## config.mk

```make
export PLATFORM = sky130hd
export DESIGN_NAME = acsi_top
export DESIGN_NICKNAME = d
export VERILOG_FILES = /design/src/rtl/acsi_pkg.sv /design/src/rtl/acsi_stream_if.sv /design/src/rtl/acsi_sync.sv /design/src/rtl/acsi_buf.sv /design/src/rtl/acsi_top.sv
export SDC_FILE = /design/constraint.sdc
export NUM_CORES = 1
export LEC_CHECK = 0
export BUFFER_PORTS_ARGS = -buffer_cell sky130_fd_sc_hd__buf_2
export CELL_PAD_IN_SITES_DETAIL_PLACEMENT = 0
export CELL_PAD_IN_SITES_GLOBAL_PLACEMENT = 1
export CORE_ASPECT_RATIO = 1.5
export CORE_UTILIZATION = 55
export CTS_CLUSTER_SIZE = 40
export DETAILED_ROUTE_END_ITERATION = 8
export GPL_TIMING_DRIVEN = 0
export PLACE_DENSITY_LB_ADDON = 0.1
export SLEW_MARGIN = 10
export SYNTH_ARGS = -nofsm -noshare
export SYNTH_HDL_FRONTEND = slang
export SYNTH_HIERARCHICAL = 1
export SYNTH_SLANG_ARGS = --single-unit
```

## constraint.sdc

```tcl
create_clock -name clk -period 11.44 [get_ports clk]
set_clock_uncertainty 0.15 [all_clocks]
set_input_delay 2.288 -clock clk [delete_from_list [all_inputs] [get_ports clk]]
set_output_delay 2.288 -clock clk [all_outputs]
set_load 0.01 [all_outputs]
```

## src/rtl/acsi_pkg.sv

```systemverilog
// Overview of operation
// - Internal strobe clock sources work only in zone 1; echo works in zones 1 and 2.
// - Source-synchronous output accepts any of the four input protocol values.
// - Legacy output merges output and input words into one 22-bit shifter.
// - Analog input is sampled on the rising edge of conversion start.
// - A frame begins when chip select falls; shifting starts there.
// - In legacy output mode each launch edge drives the shifter MSB onto serial output lane 0.
// - Each capture edge shifts serial input into the shifter LSB.
// - On chip select rising the shifter content is decoded as a command.
// - Nine configuration registers sit at their printed addresses.
// - The 20-bit test pattern spans low, middle and high registers.
// - Source-synchronous modes drive ready strobe as output data clock.
// - Output mode 11b is source-synchronous; 10b is refused.
// - Strobe source: 00b echo, 01b internal, 10b half, 11b quarter.
package acsi_pkg;
  // Word layout of the unified shift register
  localparam int SHR_W    = 22;
  localparam int RES_W    = 20;
  localparam int ADDR_W   = 10;
  localparam int DATA_W   = 8;
  localparam int OP_W     = 4;
  localparam int OP_LSB   = 18;
  localparam int ADDR_LSB = 8;
  localparam int PAD_W    = 2;

  // Commands
  localparam logic [OP_W-1:0] OP_NOP   = 4'h0;
  localparam logic [OP_W-1:0] OP_WRITE = 4'h1;
  localparam logic [OP_W-1:0] OP_READ  = 4'h2;

  // Register addresses
  localparam logic [ADDR_W-1:0] ADR_POWER_DOWN = 10'h004;
  localparam logic [ADDR_W-1:0] ADR_IN_PROTO   = 10'h008;
  localparam logic [ADDR_W-1:0] ADR_OUT_PROTO  = 10'h00C;
  localparam logic [ADDR_W-1:0] ADR_WORD_CFG   = 10'h010;
  localparam logic [ADDR_W-1:0] ADR_PAT_LOW    = 10'h014;
  localparam logic [ADDR_W-1:0] ADR_PAT_MID    = 10'h015;
  localparam logic [ADDR_W-1:0] ADR_PAT_HIGH   = 10'h016;
  localparam logic [ADDR_W-1:0] ADR_OFS_CAL    = 10'h020;
  localparam logic [ADDR_W-1:0] ADR_REF_MARGIN = 10'h030;

  // Writable bit masks and reset value
  localparam logic [DATA_W-1:0] MSK_POWER_DOWN = 8'h06;
  localparam logic [DATA_W-1:0] MSK_IN_PROTO   = 8'h03;
  localparam logic [DATA_W-1:0] MSK_OUT_PROTO  = 8'hDF;
  localparam logic [DATA_W-1:0] MSK_PAT_HIGH   = 8'h0F;
  localparam logic [DATA_W-1:0] MSK_FULL       = 8'hFF;
  localparam logic [DATA_W-1:0] REG_RST        = 8'h00;

  // Field positions
  localparam int PD_ADC_BIT    = 1;
  localparam int PD_REFBUF_BIT = 2;
  localparam int CPHA_BIT      = 0;
  localparam int CPOL_BIT      = 1;
  localparam int PAT_EN_BIT    = 0;
  localparam int MODE_LSB      = 0;
  localparam int SEL_LSB       = 6;

  // Output mode and strobe source codes
  localparam logic [1:0] MODE_SYNC  = 2'b11;
  localparam logic [1:0] MODE_BAD   = 2'b10;
  localparam logic [1:0] SEL_ECHO   = 2'b00;
  localparam logic [1:0] SEL_INT    = 2'b01;
  localparam logic [1:0] SEL_INT_D2 = 2'b10;
  localparam logic [1:0] SEL_INT_D4 = 2'b11;

  // Internal oscillator half period in system clocks
  localparam int INT_HALF_CYC = 1;

  // Synchroniser reset levels: chip select idles high
  localparam logic [4:0] PIN_RST = 5'h01;
endpackage

```

## src/rtl/acsi_stream_if.sv

```systemverilog
`timescale 1ns/1ps
interface acsi_stream_if #(
  parameter int W = 20
);
  logic [W-1:0] data;
  logic         valid;
  logic         ready;
  modport src (output data, output valid, input ready);
  modport snk (input data, input valid, output ready);
endinterface

```

## src/rtl/acsi_sync.sv

```systemverilog
`timescale 1ns/1ps
module acsi_sync #(
  parameter int           W       = 1,
  parameter logic [W-1:0] RST_VAL = '0
) (
  // Clock and reset
  input  wire logic         clk,
  input  wire logic         rst,
  // Pins in, synchronised out
  input  wire logic [W-1:0] async_in,
  output logic      [W-1:0] sync_out
);
  logic [W-1:0] meta_r;

  // Two flip-flop chain, first stage read only by the second
  always_ff @(posedge clk or posedge rst) begin
    if (rst) begin
      meta_r   <= RST_VAL;
      sync_out <= RST_VAL;
    end else begin
      meta_r   <= async_in;
      sync_out <= meta_r;
    end
  end
endmodule

```

## src/rtl/acsi_buf.sv

```systemverilog
`timescale 1ns/1ps
module acsi_buf #(
  parameter int W     = 20,
  parameter int DEPTH = 2
) (
  // Clock and reset
  input  wire logic clk,
  input  wire logic rst,
  // Fill and drain sides
  acsi_stream_if.snk up,
  acsi_stream_if.src dn
);
  localparam int PW = (DEPTH > 1) ? $clog2(DEPTH) : 1;
  localparam int CW = $clog2(DEPTH + 1);

  logic [W-1:0]  mem_r [DEPTH];
  logic [PW-1:0] wr_ptr_r;
  logic [PW-1:0] rd_ptr_r;
  logic [CW-1:0] count_r;
  logic [CW-1:0] count_nxt;
  logic          ready_r;
  logic          push;
  logic          pop;

  assign push     = up.valid & ready_r;
  assign pop      = dn.ready & (count_r != '0);
  assign up.ready = ready_r;
  assign dn.valid = (count_r != '0);
  assign dn.data  = mem_r[rd_ptr_r];

  // Occupancy
  always_comb begin
    count_nxt = count_r + CW'(push) - CW'(pop);
  end

  // Pointers, count and registered ready
  always_ff @(posedge clk or posedge rst) begin
    if (rst) begin
      wr_ptr_r <= '0;
      rd_ptr_r <= '0;
      count_r  <= '0;
      ready_r  <= 1'b0;
    end else begin
      if (push) begin
        wr_ptr_r <= (wr_ptr_r == PW'(DEPTH - 1)) ? '0 : wr_ptr_r + 1'b1;
      end
      if (pop) begin
        rd_ptr_r <= (rd_ptr_r == PW'(DEPTH - 1)) ? '0 : rd_ptr_r + 1'b1;
      end
      count_r <= count_nxt;
      ready_r <= (count_nxt != CW'(DEPTH));
    end
  end

  // Storage
  always_ff @(posedge clk) begin
    if (push) begin
      mem_r[wr_ptr_r] <= up.data;
    end
  end
endmodule

```

## src/rtl/acsi_top.sv

```systemverilog
`timescale 1ns/1ps
module acsi_top #(
  parameter int INT_HALF = acsi_pkg::INT_HALF_CYC,
  parameter int BUF_DEPTH = 2
) (
  // Clock and reset
  input  wire logic                       clk,
  input  wire logic                       rst,
  // Host serial pins
  input  wire logic                       cs_n,
  input  wire logic                       sclk,
  input  wire logic                       sdi,
  input  wire logic                       conversion_start,
  input  wire logic                       zone2_transfer,
  output logic                            serial_out_lane0,
  output logic                            serial_out_lane0_oe,
  output logic                            ready_strobe,
  // Converter side
  output logic                            sample_strobe,
  input  wire logic [acsi_pkg::RES_W-1:0] result_data,
  input  wire logic                       result_valid,
  output logic                            result_ready,
  // Power control
  output logic                            adc_power_down,
  output logic                            refbuf_power_down
);
  localparam int UW = acsi_pkg::SHR_W;
  localparam int DW = acsi_pkg::DATA_W;
  localparam int AW = acsi_pkg::ADDR_W;

  logic [4:0]    pins_s;
  logic          cs_s;
  logic          sclk_s;
  logic          sdi_s;
  logic          cnv_s;
  logic          zone2_s;
  logic          cs_d_r;
  logic          sclk_d_r;
  logic          cnv_d_r;
  logic          frame_start;
  logic          frame_end;
  logic          in_frame;
  logic          sclk_rise;
  logic          sclk_fall;
  logic          lead_edge;
  logic          trail_edge;
  logic          capture;
  logic          launch;
  logic          cnv_rise;
  logic [DW-1:0] pd_r;
  logic [DW-1:0] in_proto_r;
  logic [DW-1:0] out_proto_r;
  logic [DW-1:0] word_cfg_r;
  logic [DW-1:0] pat_low_r;
  logic [DW-1:0] pat_mid_r;
  logic [DW-1:0] pat_high_r;
  logic [DW-1:0] ofs_cal_r;
  logic [DW-1:0] ref_margin_r;
  logic [UW-1:0] ush_r;
  logic [UW-1:0] out_sh_r;
  logic [UW-1:0] load_word;
  logic          rd_pend_r;
  logic [DW-1:0] rd_data_r;
  logic [DW-1:0] rd_val;
  logic [acsi_pkg::OP_W-1:0] cmd_op;
  logic [AW-1:0] cmd_addr;
  logic [DW-1:0] cmd_data;
  logic          cmd_write;
  logic          sdo_r;
  logic          oe_r;
  logic          sample_r;
  logic          src_mode;
  logic [1:0]    strobe_sel;
  logic          echo_sel;
  logic          src_active_r;
  logic [4:0]    src_left_r;
  logic [7:0]    div_cnt_r;
  logic [7:0]    half_lim;
  logic          tick;
  logic          strobe_r;
  logic          src_launch;

  acsi_stream_if #(.W(acsi_pkg::RES_W)) up_if ();
  acsi_stream_if #(.W(acsi_pkg::RES_W)) dn_if ();

  // Pin synchronisers
  acsi_sync #(.W(5), .RST_VAL(acsi_pkg::PIN_RST)) u_sync (
    .clk      (clk),
    .rst      (rst),
    .async_in ({zone2_transfer, conversion_start, sdi, sclk, cs_n}),
    .sync_out (pins_s)
  );
  assign cs_s    = pins_s[0];
  assign sclk_s  = pins_s[1];
  assign sdi_s   = pins_s[2];
  assign cnv_s   = pins_s[3];
  assign zone2_s = pins_s[4];

  // Result buffer between converter and frame loader
  assign up_if.data  = result_data;
  assign up_if.valid = result_valid;
  assign result_ready = up_if.ready;
  acsi_buf #(.W(acsi_pkg::RES_W), .DEPTH(BUF_DEPTH)) u_buf (
    .clk (clk),
    .rst (rst),
    .up  (up_if),
    .dn  (dn_if)
  );

  // Edge history of synchronised pins
  always_ff @(posedge clk or posedge rst) begin
    if (rst) begin
      cs_d_r   <= 1'b1;
      sclk_d_r <= 1'b0;
      cnv_d_r  <= 1'b0;
    end else begin
      cs_d_r   <= cs_s;
      sclk_d_r <= sclk_s;
      cnv_d_r  <= cnv_s;
    end
  end

  // Frame and clock edge decode per selected input protocol
  assign frame_start = cs_d_r & ~cs_s;
  assign frame_end   = ~cs_d_r & cs_s;
  assign in_frame    = ~cs_s & ~cs_d_r;
  assign sclk_rise   = in_frame & sclk_s & ~sclk_d_r;
  assign sclk_fall   = in_frame & ~sclk_s & sclk_d_r;
  assign lead_edge   = in_proto_r[acsi_pkg::CPOL_BIT] ? sclk_fall : sclk_rise;
  assign trail_edge  = in_proto_r[acsi_pkg::CPOL_BIT] ? sclk_rise : sclk_fall;
  assign capture     = in_proto_r[acsi_pkg::CPHA_BIT] ? trail_edge : lead_edge;
  assign launch      = in_proto_r[acsi_pkg::CPHA_BIT] ? lead_edge : trail_edge;
  assign cnv_rise    = cnv_s & ~cnv_d_r;

  // Mode fields; input protocol stays in force in every output mode
  assign src_mode   = (out_proto_r[acsi_pkg::MODE_LSB +: 2] == acsi_pkg::MODE_SYNC);
  assign strobe_sel = out_proto_r[acsi_pkg::SEL_LSB +: 2];
  assign echo_sel   = (strobe_sel == acsi_pkg::SEL_ECHO);

  // Word placed in the shifter at frame start
  always_comb begin
    load_word    = '0;
    dn_if.ready  = 1'b0;
    if (rd_pend_r) begin
      load_word = {{(UW - DW){1'b0}}, rd_data_r};
    end else if (word_cfg_r[acsi_pkg::PAT_EN_BIT]) begin
      load_word = {pat_high_r[3:0], pat_mid_r, pat_low_r, {acsi_pkg::PAD_W{1'b0}}};
    end else if (dn_if.valid) begin
      load_word   = {dn_if.data, {acsi_pkg::PAD_W{1'b0}}};
      dn_if.ready = frame_start;
    end
  end

  // Unified shift register: load, then capture serial input at the LSB
  always_ff @(posedge clk or posedge rst) begin
    if (rst) begin
      ush_r <= '0;
    end else if (frame_start) begin
      ush_r <= load_word;
    end else if (capture) begin
      ush_r <= {ush_r[UW-2:0], sdi_s};
    end
  end

  // Command fields seen at chip select rising
  assign cmd_op    = ush_r[acsi_pkg::OP_LSB +: acsi_pkg::OP_W];
  assign cmd_addr  = ush_r[acsi_pkg::ADDR_LSB +: AW];
  assign cmd_data  = ush_r[DW-1:0];
  assign cmd_write = frame_end & (cmd_op == acsi_pkg::OP_WRITE);

  // Register read mux
  always_comb begin
    rd_val = '0;
    case (cmd_addr)
      acsi_pkg::ADR_POWER_DOWN: rd_val = pd_r;
      acsi_pkg::ADR_IN_PROTO:   rd_val = in_proto_r;
      acsi_pkg::ADR_OUT_PROTO:  rd_val = out_proto_r;
      acsi_pkg::ADR_WORD_CFG:   rd_val = word_cfg_r;
      acsi_pkg::ADR_PAT_LOW:    rd_val = pat_low_r;
      acsi_pkg::ADR_PAT_MID:    rd_val = pat_mid_r;
      acsi_pkg::ADR_PAT_HIGH:   rd_val = pat_high_r;
      acsi_pkg::ADR_OFS_CAL:    rd_val = ofs_cal_r;
      acsi_pkg::ADR_REF_MARGIN: rd_val = ref_margin_r;
      default:                  rd_val = '0;
    endcase
  end

  // Configuration registers, written when chip select rises
  always_ff @(posedge clk or posedge rst) begin
    if (rst) begin
      pd_r         <= acsi_pkg::REG_RST;
      in_proto_r   <= acsi_pkg::REG_RST;
      out_proto_r  <= acsi_pkg::REG_RST;
      word_cfg_r   <= acsi_pkg::REG_RST;
      pat_low_r    <= acsi_pkg::REG_RST;
      pat_mid_r    <= acsi_pkg::REG_RST;
      pat_high_r   <= acsi_pkg::REG_RST;
      ofs_cal_r    <= acsi_pkg::REG_RST;
      ref_margin_r <= acsi_pkg::REG_RST;
    end else if (cmd_write) begin
      case (cmd_addr)
        acsi_pkg::ADR_POWER_DOWN: pd_r <= cmd_data & acsi_pkg::MSK_POWER_DOWN;
        acsi_pkg::ADR_IN_PROTO:   in_proto_r <= cmd_data & acsi_pkg::MSK_IN_PROTO;
        acsi_pkg::ADR_OUT_PROTO: begin
          if (cmd_data[acsi_pkg::MODE_LSB +: 2] != acsi_pkg::MODE_BAD) begin
            out_proto_r <= cmd_data & acsi_pkg::MSK_OUT_PROTO;
          end
        end
        acsi_pkg::ADR_WORD_CFG:   word_cfg_r <= cmd_data;
        acsi_pkg::ADR_PAT_LOW:    pat_low_r <= cmd_data;
        acsi_pkg::ADR_PAT_MID:    pat_mid_r <= cmd_data;
        acsi_pkg::ADR_PAT_HIGH:   pat_high_r <= cmd_data & acsi_pkg::MSK_PAT_HIGH;
        acsi_pkg::ADR_OFS_CAL:    ofs_cal_r <= cmd_data;
        acsi_pkg::ADR_REF_MARGIN: ref_margin_r <= cmd_data;
        default: begin
        end
      endcase
    end
  end

  // Read command: value returned in the next frame
  always_ff @(posedge clk or posedge rst) begin
    if (rst) begin
      rd_pend_r <= 1'b0;
      rd_data_r <= '0;
    end else if (frame_end && cmd_op == acsi_pkg::OP_READ) begin
      rd_pend_r <= 1'b1;
      rd_data_r <= rd_val;
    end else if (frame_start) begin
      rd_pend_r <= 1'b0;
    end
  end

  // Sample request on conversion start rising, unless powered down
  always_ff @(posedge clk or posedge rst) begin
    if (rst) begin
      sample_r <= 1'b0;
    end else begin
      sample_r <= cnv_rise & ~pd_r[acsi_pkg::PD_ADC_BIT];
    end
  end

  // Strobe half period for the chosen internal source
  always_comb begin
    half_lim = 8'h00;
    unique case (strobe_sel)
      acsi_pkg::SEL_ECHO:   half_lim = 8'h00;
      acsi_pkg::SEL_INT:    half_lim = 8'(INT_HALF - 1);
      acsi_pkg::SEL_INT_D2: half_lim = 8'(2 * INT_HALF - 1);
      acsi_pkg::SEL_INT_D4: half_lim = 8'(4 * INT_HALF - 1);
    endcase
  end
  assign tick       = src_active_r & ~echo_sel & (div_cnt_r == half_lim);
  assign src_launch = src_active_r & (src_left_r != 5'h00) &
                      (echo_sel ? sclk_rise : (tick & ~strobe_r));

  // Source-synchronous engine; internal sources refused in zone 2
  always_ff @(posedge clk or posedge rst) begin
    if (rst) begin
      src_active_r <= 1'b0;
      src_left_r   <= 5'h00;
      out_sh_r     <= '0;
    end else if (frame_end) begin
      src_active_r <= 1'b0;
      src_left_r   <= 5'h00;
    end else if (frame_start) begin
      src_active_r <= src_mode & (echo_sel | ~zone2_s);
      src_left_r   <= 5'(UW);
      out_sh_r     <= load_word;
    end else if (src_launch) begin
      src_left_r <= src_left_r - 5'h01;
      out_sh_r   <= {out_sh_r[UW-2:0], 1'b0};
    end else if (src_active_r && src_left_r == 5'h00 && !strobe_r) begin
      src_active_r <= 1'b0;
    end
  end

  // Divider on the system clock standing in for the internal oscillator
  always_ff @(posedge clk or posedge rst) begin
    if (rst) begin
      div_cnt_r <= 8'h00;
    end else if (!src_active_r || tick) begin
      div_cnt_r <= 8'h00;
    end else begin
      div_cnt_r <= div_cnt_r + 8'h01;
    end
  end

  // Ready strobe: output clock in source-synchronous frames, low otherwise
  always_ff @(posedge clk or posedge rst) begin
    if (rst) begin
      strobe_r <= 1'b0;
    end else if (!src_active_r || frame_end) begin
      strobe_r <= 1'b0;
    end else if (echo_sel) begin
      strobe_r <= sclk_s & (src_left_r != 5'h00);
    end else if (tick && (src_left_r != 5'h00 || strobe_r)) begin
      strobe_r <= ~strobe_r;
    end
  end

  // Serial output lane 0 and its release outside frames
  always_ff @(posedge clk or posedge rst) begin
    if (rst) begin
      sdo_r <= 1'b0;
      oe_r  <= 1'b0;
    end else begin
      oe_r <= ~cs_s;
      if (frame_start) begin
        sdo_r <= load_word[UW-1];
      end else if (src_mode) begin
        if (src_launch) begin
          sdo_r <= out_sh_r[UW-1];
        end
      end else if (launch) begin
        sdo_r <= ush_r[UW-1];
      end
    end
  end

  assign serial_out_lane0    = sdo_r;
  assign serial_out_lane0_oe = oe_r;
  assign ready_strobe        = strobe_r;
  assign sample_strobe       = sample_r;
  assign adc_power_down      = pd_r[acsi_pkg::PD_ADC_BIT];
  assign refbuf_power_down   = pd_r[acsi_pkg::PD_REFBUF_BIT];

  // Checks on the serial path and configuration
  oe_release_a: assert property (@(posedge clk) disable iff (rst)
    cs_s |=> !serial_out_lane0_oe)
    else $error("lane 0 driven while deselected");
  sample_edge_a: assert property (@(posedge clk) disable iff (rst)
    (cnv_rise && !adc_power_down) |=> sample_strobe ##1 !sample_strobe)
    else $error("conversion start edge not sampled");
  shift_in_a: assert property (@(posedge clk) disable iff (rst)
    (capture && !frame_start) |=> (ush_r[0] == $past(sdi_s)) &&
                                   (ush_r[UW-1:1] == $past(ush_r[UW-2:0])))
    else $error("capture did not shift input into LSB");
  msb_launch_a: assert property (@(posedge clk) disable iff (rst)
    (launch && !src_mode && !frame_start) |=> serial_out_lane0 == $past(ush_r[UW-1]))
    else $error("launch did not drive shifter MSB");
  frame_load_a: assert property (@(posedge clk) disable iff (rst)
    frame_start |=> ush_r == $past(load_word))
    else $error("frame start did not load shifter");
  decode_write_a: assert property (@(posedge clk) disable iff (rst)
    (cmd_write && cmd_addr == acsi_pkg::ADR_OFS_CAL) |=> ofs_cal_r == $past(cmd_data))
    else $error("write command not applied at chip select rise");
  bad_mode_a: assert property (@(posedge clk) disable iff (rst)
    (cmd_write && cmd_addr == acsi_pkg::ADR_OUT_PROTO &&
     cmd_data[1:0] == acsi_pkg::MODE_BAD) |=> $stable(out_proto_r))
    else $error("invalid output mode accepted");
  zone_refuse_a: assert property (@(posedge clk) disable iff (rst)
    (frame_start && src_mode && !echo_sel && zone2_s) |=> (!ready_strobe)[*3])
    else $error("internal strobe ran in zone 2");
  echo_strobe_a: assert property (@(posedge clk) disable iff (rst)
    (src_active_r && echo_sel && src_left_r != 5'h00 && !frame_end) |=>
      ready_strobe == $past(sclk_s))
    else $error("echo strobe does not follow serial clock");
  pattern_load_a: assert property (@(posedge clk) disable iff (rst)
    (frame_start && !rd_pend_r && word_cfg_r[acsi_pkg::PAT_EN_BIT]) |=>
      ush_r[UW-1:2] == {$past(pat_high_r[3:0]), $past(pat_mid_r), $past(pat_low_r)})
    else $error("test pattern misplaced");
endmodule

```

==> results.json <==
{
  "r2r_cells": 11,
  "rsz0062_at_grt": "no",
  "worst_path_largest_cell_delay_ps": 530,
  "gpl.final_weighted_congestion": 0.951,
  "vias_per_cell": 6.27,
  "post_synth.cell_area_avg_um2": 12.3,
  "synth.area.top_cells": "sky130_fd_sc_hd__dfrtp_1 42%, sky130_fd_sc_hd__edfxtp_1 14%, sky130_fd_sc_hd__mux2_2 11%",
  "holdPathStages": 0,
  "seq_power_share_pct": 46.8,
  "synth.largest_area_cell": "sky130_fd_sc_hd__dfrtp_1",
  "crit_path_max_fanout": 12,
  "remaining_drc_errors": 0,
  "cts_tree": "built",
  "final_antenna_net_count": 0,
  "async_reset_ff_share_pct": 78.3,
  "synth_edf_count": 40,
  "cts_repair_resize_count": 0,
  "timing.critical_path.arrival_ps": 3680,
  "ir_drop_mv": 0.140,
  "final_common_cell": "sky130_fd_sc_hd__dfrtp_1",
  "post-dp-hpwl_um": 15400,
  "synth.distinct_cells": 63,
  "achievable-frequency_mhz": 283,
  "leakagePower_nw": 4.05,
  "htreeDepth": 4,
  "crit_chain": "ha_1, clkbuf_1, and3_1, buf_2, buf_1, nand2_1, xor2_1, ha_1, nand2b_1, a221oi_1, nor3_1",
  "cts.reportedPaths.clkPinSlew_ps": 70,
  "clockBufferDepth": 2,
  "cts-root-buf": "sky130_fd_sc_hd__clkbuf_16",
  "antenna_found_initial": 0,
  "drtPass1Iterations": 9,
  "design_power_total_w": 0.00187,
  "grt_pass1_vias": 6081,
  "initial_core_util_pct": 56.1,
  "power.net_switching_w": 0.000571,
  "design.core.area_um2": 15100,
  "vias": 5984,
  "synthXorXnorAreaFrac_pct": 1.24,
  "clock-sinks": 184,
  "synth-compound-area-share_pct": 13.2,
  "syn2layout_area_growth_pct": 12.2,
  "grt_start_max_net_pins": 72,
  "timing.critical_path.required_ps": 11590,
  "kind_of_capture_point_of_the_worst_setup_path": "register",
  "fp-row-count": 55,
  "ys_seq_elements": 184,
  "drt_iter0_markers": 557,
  "final.fill_count": 1192,
  "power_density_nw_per_um2": 197,
  "clock_buffer_count_from_cts": 17,
  "grt.overflow.total": 0,
  "setup_ws_ps": 7900,
  "insertion_delay_ps": 420,
  "die_area_um2": 15900,
  "combinationalPowerShare_pct": 23.2,
  "nNetsFinal": 778,
  "postCtsSetupBuffers": 0,
  "internal_power_w": 0.00130,
  "portBuffers": 34,
  "n_antenna_cell": 0,
  "post_synth_fa_ha_maj_area_fraction_pct": 1.04,
  "power_frac_clock_pct": 30.0,
  "worst_setup_path_category": "register to register",
  "layout_worst_path_cycle_share_pct": 30.9,
  "routed_wire_length_per_instance_um": 21.7,
  "syn_nets": 723,
  "hold_viol_final": 0,
  "tns_ps": 0,
  "final_max_slew_viol_count": 0,
  "synth_top_family_by_area": "compound AO/OA/AOI/OAI gates",
  "ys_seq_area_share_pct": 56.9,
  "routed_wirelength_um": 20800,
  "io_pins": 35,
  "status": "finished, final reports clean",
  "grt_usage_pct": 28.4,
  "chipWidth_um": 103,
  "worstMarginPinSlew_ps": 887,
  "yosys_warnings": 6,
  "critical_path.slowest_cell": "sky130_fd_sc_hd__dfstp_2",
  "hold_path_class": "register to register",
  "grt_first_pass_wirelength_um": 33100,
  "setup_violations": 0,
  "area_fraction_of_the_dominant_cell_type_after_synthesis_pct": 41.7,
  "combined_area_of_all_synthesized_cells_um2": 8460,
  "postCtsHoldBufs": 0,
  "placement.setup.worst_slack_ps": 7690,
  "yosys.area_share.simple_pct": 11.6,
  "synth_cells": 688,
  "max_cap_viol_count": 0,
  "finalCriticalPeriod_ps": 3540,
  "switching_portion_of_total_power_pct": 30.6,
  "mux_cell_area_share_after_synthesis_pct": 12.7,
  "final_layout_size_suffix_gt1_share_pct": 24.7,
  "setup.worst_path.start_class": "register",
  "ys_dominant_reg_cell": "sky130_fd_sc_hd__dfrtp_1",
  "most-common-layout-cells": "141 x sky130_fd_sc_hd__dfrtp_1, 85 x sky130_fd_sc_hd__mux2_2, 51 x sky130_fd_sc_hd__nand2_1, 45 x sky130_fd_sc_hd__buf_2, 40 x sky130_fd_sc_hd__edfxtp_1",
  "path_common_cell": "sky130_fd_sc_hd__ha_1",
  "relSlewSlack_pct": 40.9,
  "die_h_um": 154
}
[cells by family (layout without fill, tap and decap cells)]
logic type               count (synthesis)  after routing
buffers and inverters                   63            131
AND/OR/NAND/NOR                        179            179
XOR/XNOR                                12             12
adder cells (fa/ha/maj)                  7              7
multiplexers                            97             97
AO/OA/AOI/OAI                          146            146
flip-flops                             184            184
[synth_stat cells, types with 5 or more instances]
cell type,n
sky130_fd_sc_hd__and3_1,11
sky130_fd_sc_hd__mux2_2,85
sky130_fd_sc_hd__xor2_1,5
sky130_fd_sc_hd__a31oi_1,11
sky130_fd_sc_hd__o22a_1,21
sky130_fd_sc_hd__nor2_1,39
sky130_fd_sc_hd__nor3_1,12
sky130_fd_sc_hd__mux2i_1,12
sky130_fd_sc_hd__a221o_1,6
sky130_fd_sc_hd__dfrtp_1,141
sky130_fd_sc_hd__o211ai_1,6
sky130_fd_sc_hd__a222oi_1,28
sky130_fd_sc_hd__inv_1,19
sky130_fd_sc_hd__edfxtp_1,40
sky130_fd_sc_hd__nand2_1,51
sky130_fd_sc_hd__a21oi_1,24
sky130_fd_sc_hd__xnor2_1,7
sky130_fd_sc_hd__buf_2,11
sky130_fd_sc_hd__nand2b_1,6
sky130_fd_sc_hd__ha_1,7
sky130_fd_sc_hd__clkbuf_1,26
sky130_fd_sc_hd__nor2b_1,9
sky130_fd_sc_hd__nand3_1,18
sky130_fd_sc_hd__o21ai_0,16
[metal layers]
metal / vias up / GRT usage [%] / wire length, um
li1: 2703 / - / -
met1: 3025 / 34.0 / 8170
met3: 53 / 4.23 / 792
met4: 0 / 16.2 / 1170
met5: - / 0 / 0
met2: 203 / 48.0 / 10600
[through the flow]
| step | std cells | utilization (%) | area (um^2) | hold WS (ps) |
|---|---|---|---|---|
| after global routing | 955 | 62.9 | 9490 | 194 |
| after global placement | 921 | 58.9 | 8880 | 182 |
| after floorplan | 688 | - | 8460 | 181 |
| final | 955 | 62.9 | 9490 | 193 |
| after CTS | 955 | 62.9 | 9490 | 194 |
| after detailed placement | 923 | 59.2 | 8930 | 186 |
[power groups by stage]
stage | Combinational (W) | Sequential, W | Clock, W
6_report | 0.000432 | 0.000874 | 0.000559
5_1_grt | 0.000471 | 0.000887 | 0.000594
4_1_cts | 0.000433 | 0.000872 | 0.000569
3_5_place_dp | 0.000429 | 0.000883 | 0
3_3_place_gp | 0.000413 | 0.000879 | 0
2_1_floorplan | 0.000323 | 0.000854 | 0
[worst paths after layout]
| path | from | end | slack (ps) |
|---|---|---|---|
| min in group asynchronous | rst | u_buf/count_r[1] | 1660 |
| setup reg to reg | cs_d_r | u_buf/up.ready | 7900 |
| max in group asynchronous | rst | rd_data_r[3] | 8590 |
| hold reg to reg | u_sync/meta_r[1] | u_sync/sync_out[1] | 190 |
| hold / removal | u_sync/meta_r[1] | u_sync/sync_out[1] | 190 |
| setup / recovery | cs_d_r | u_buf/up.ready | 7900 |
[registers in the layout, summed over array words and instances, names as in the netlist, 2 cells and up]
name             count
u_buf/mem_r         40
out_sh_r            22
ush_r               22
div_cnt_r            8
ofs_cal_r            8
pat_low_r            8
pat_mid_r            8
rd_data_r            8
ref_margin_r         8
word_cfg_r           8
out_proto_r          7
src_left_r           5
u_sync/meta_r        5
u_sync/sync_out      5
pat_high_r           4
in_proto_r           2
pd_r                 2
u_buf/count_r        2
[layout make-up]
cell class | instances | area, um^2 | share of cell area [%]
Buffer | 44 | 206 | 2.18
Clock buffer | 22 | 464 | 4.89
Inverter | 19 | 76.3 | 0.805
Multi-Input combinational cell | 441 | 3370 | 35.6
Tap cell | 199 | 249 | 2.62
Sequential cell | 184 | 4810 | 50.7
Clock inverter | 10 | 95.1 | 1.00
Timing Repair Buffer | 36 | 213 | 2.24
[critical path, delay by kind of cell (launching register included)]
family          cells  cell delay [ps]
buf+inv             3             1190
simple gates        4              710
flops               1              530
fa+ha+maj           2              370
compound gates      1              270
xor+xnor            1              190
Note: power is estimated with default switching activity, not from simulation.
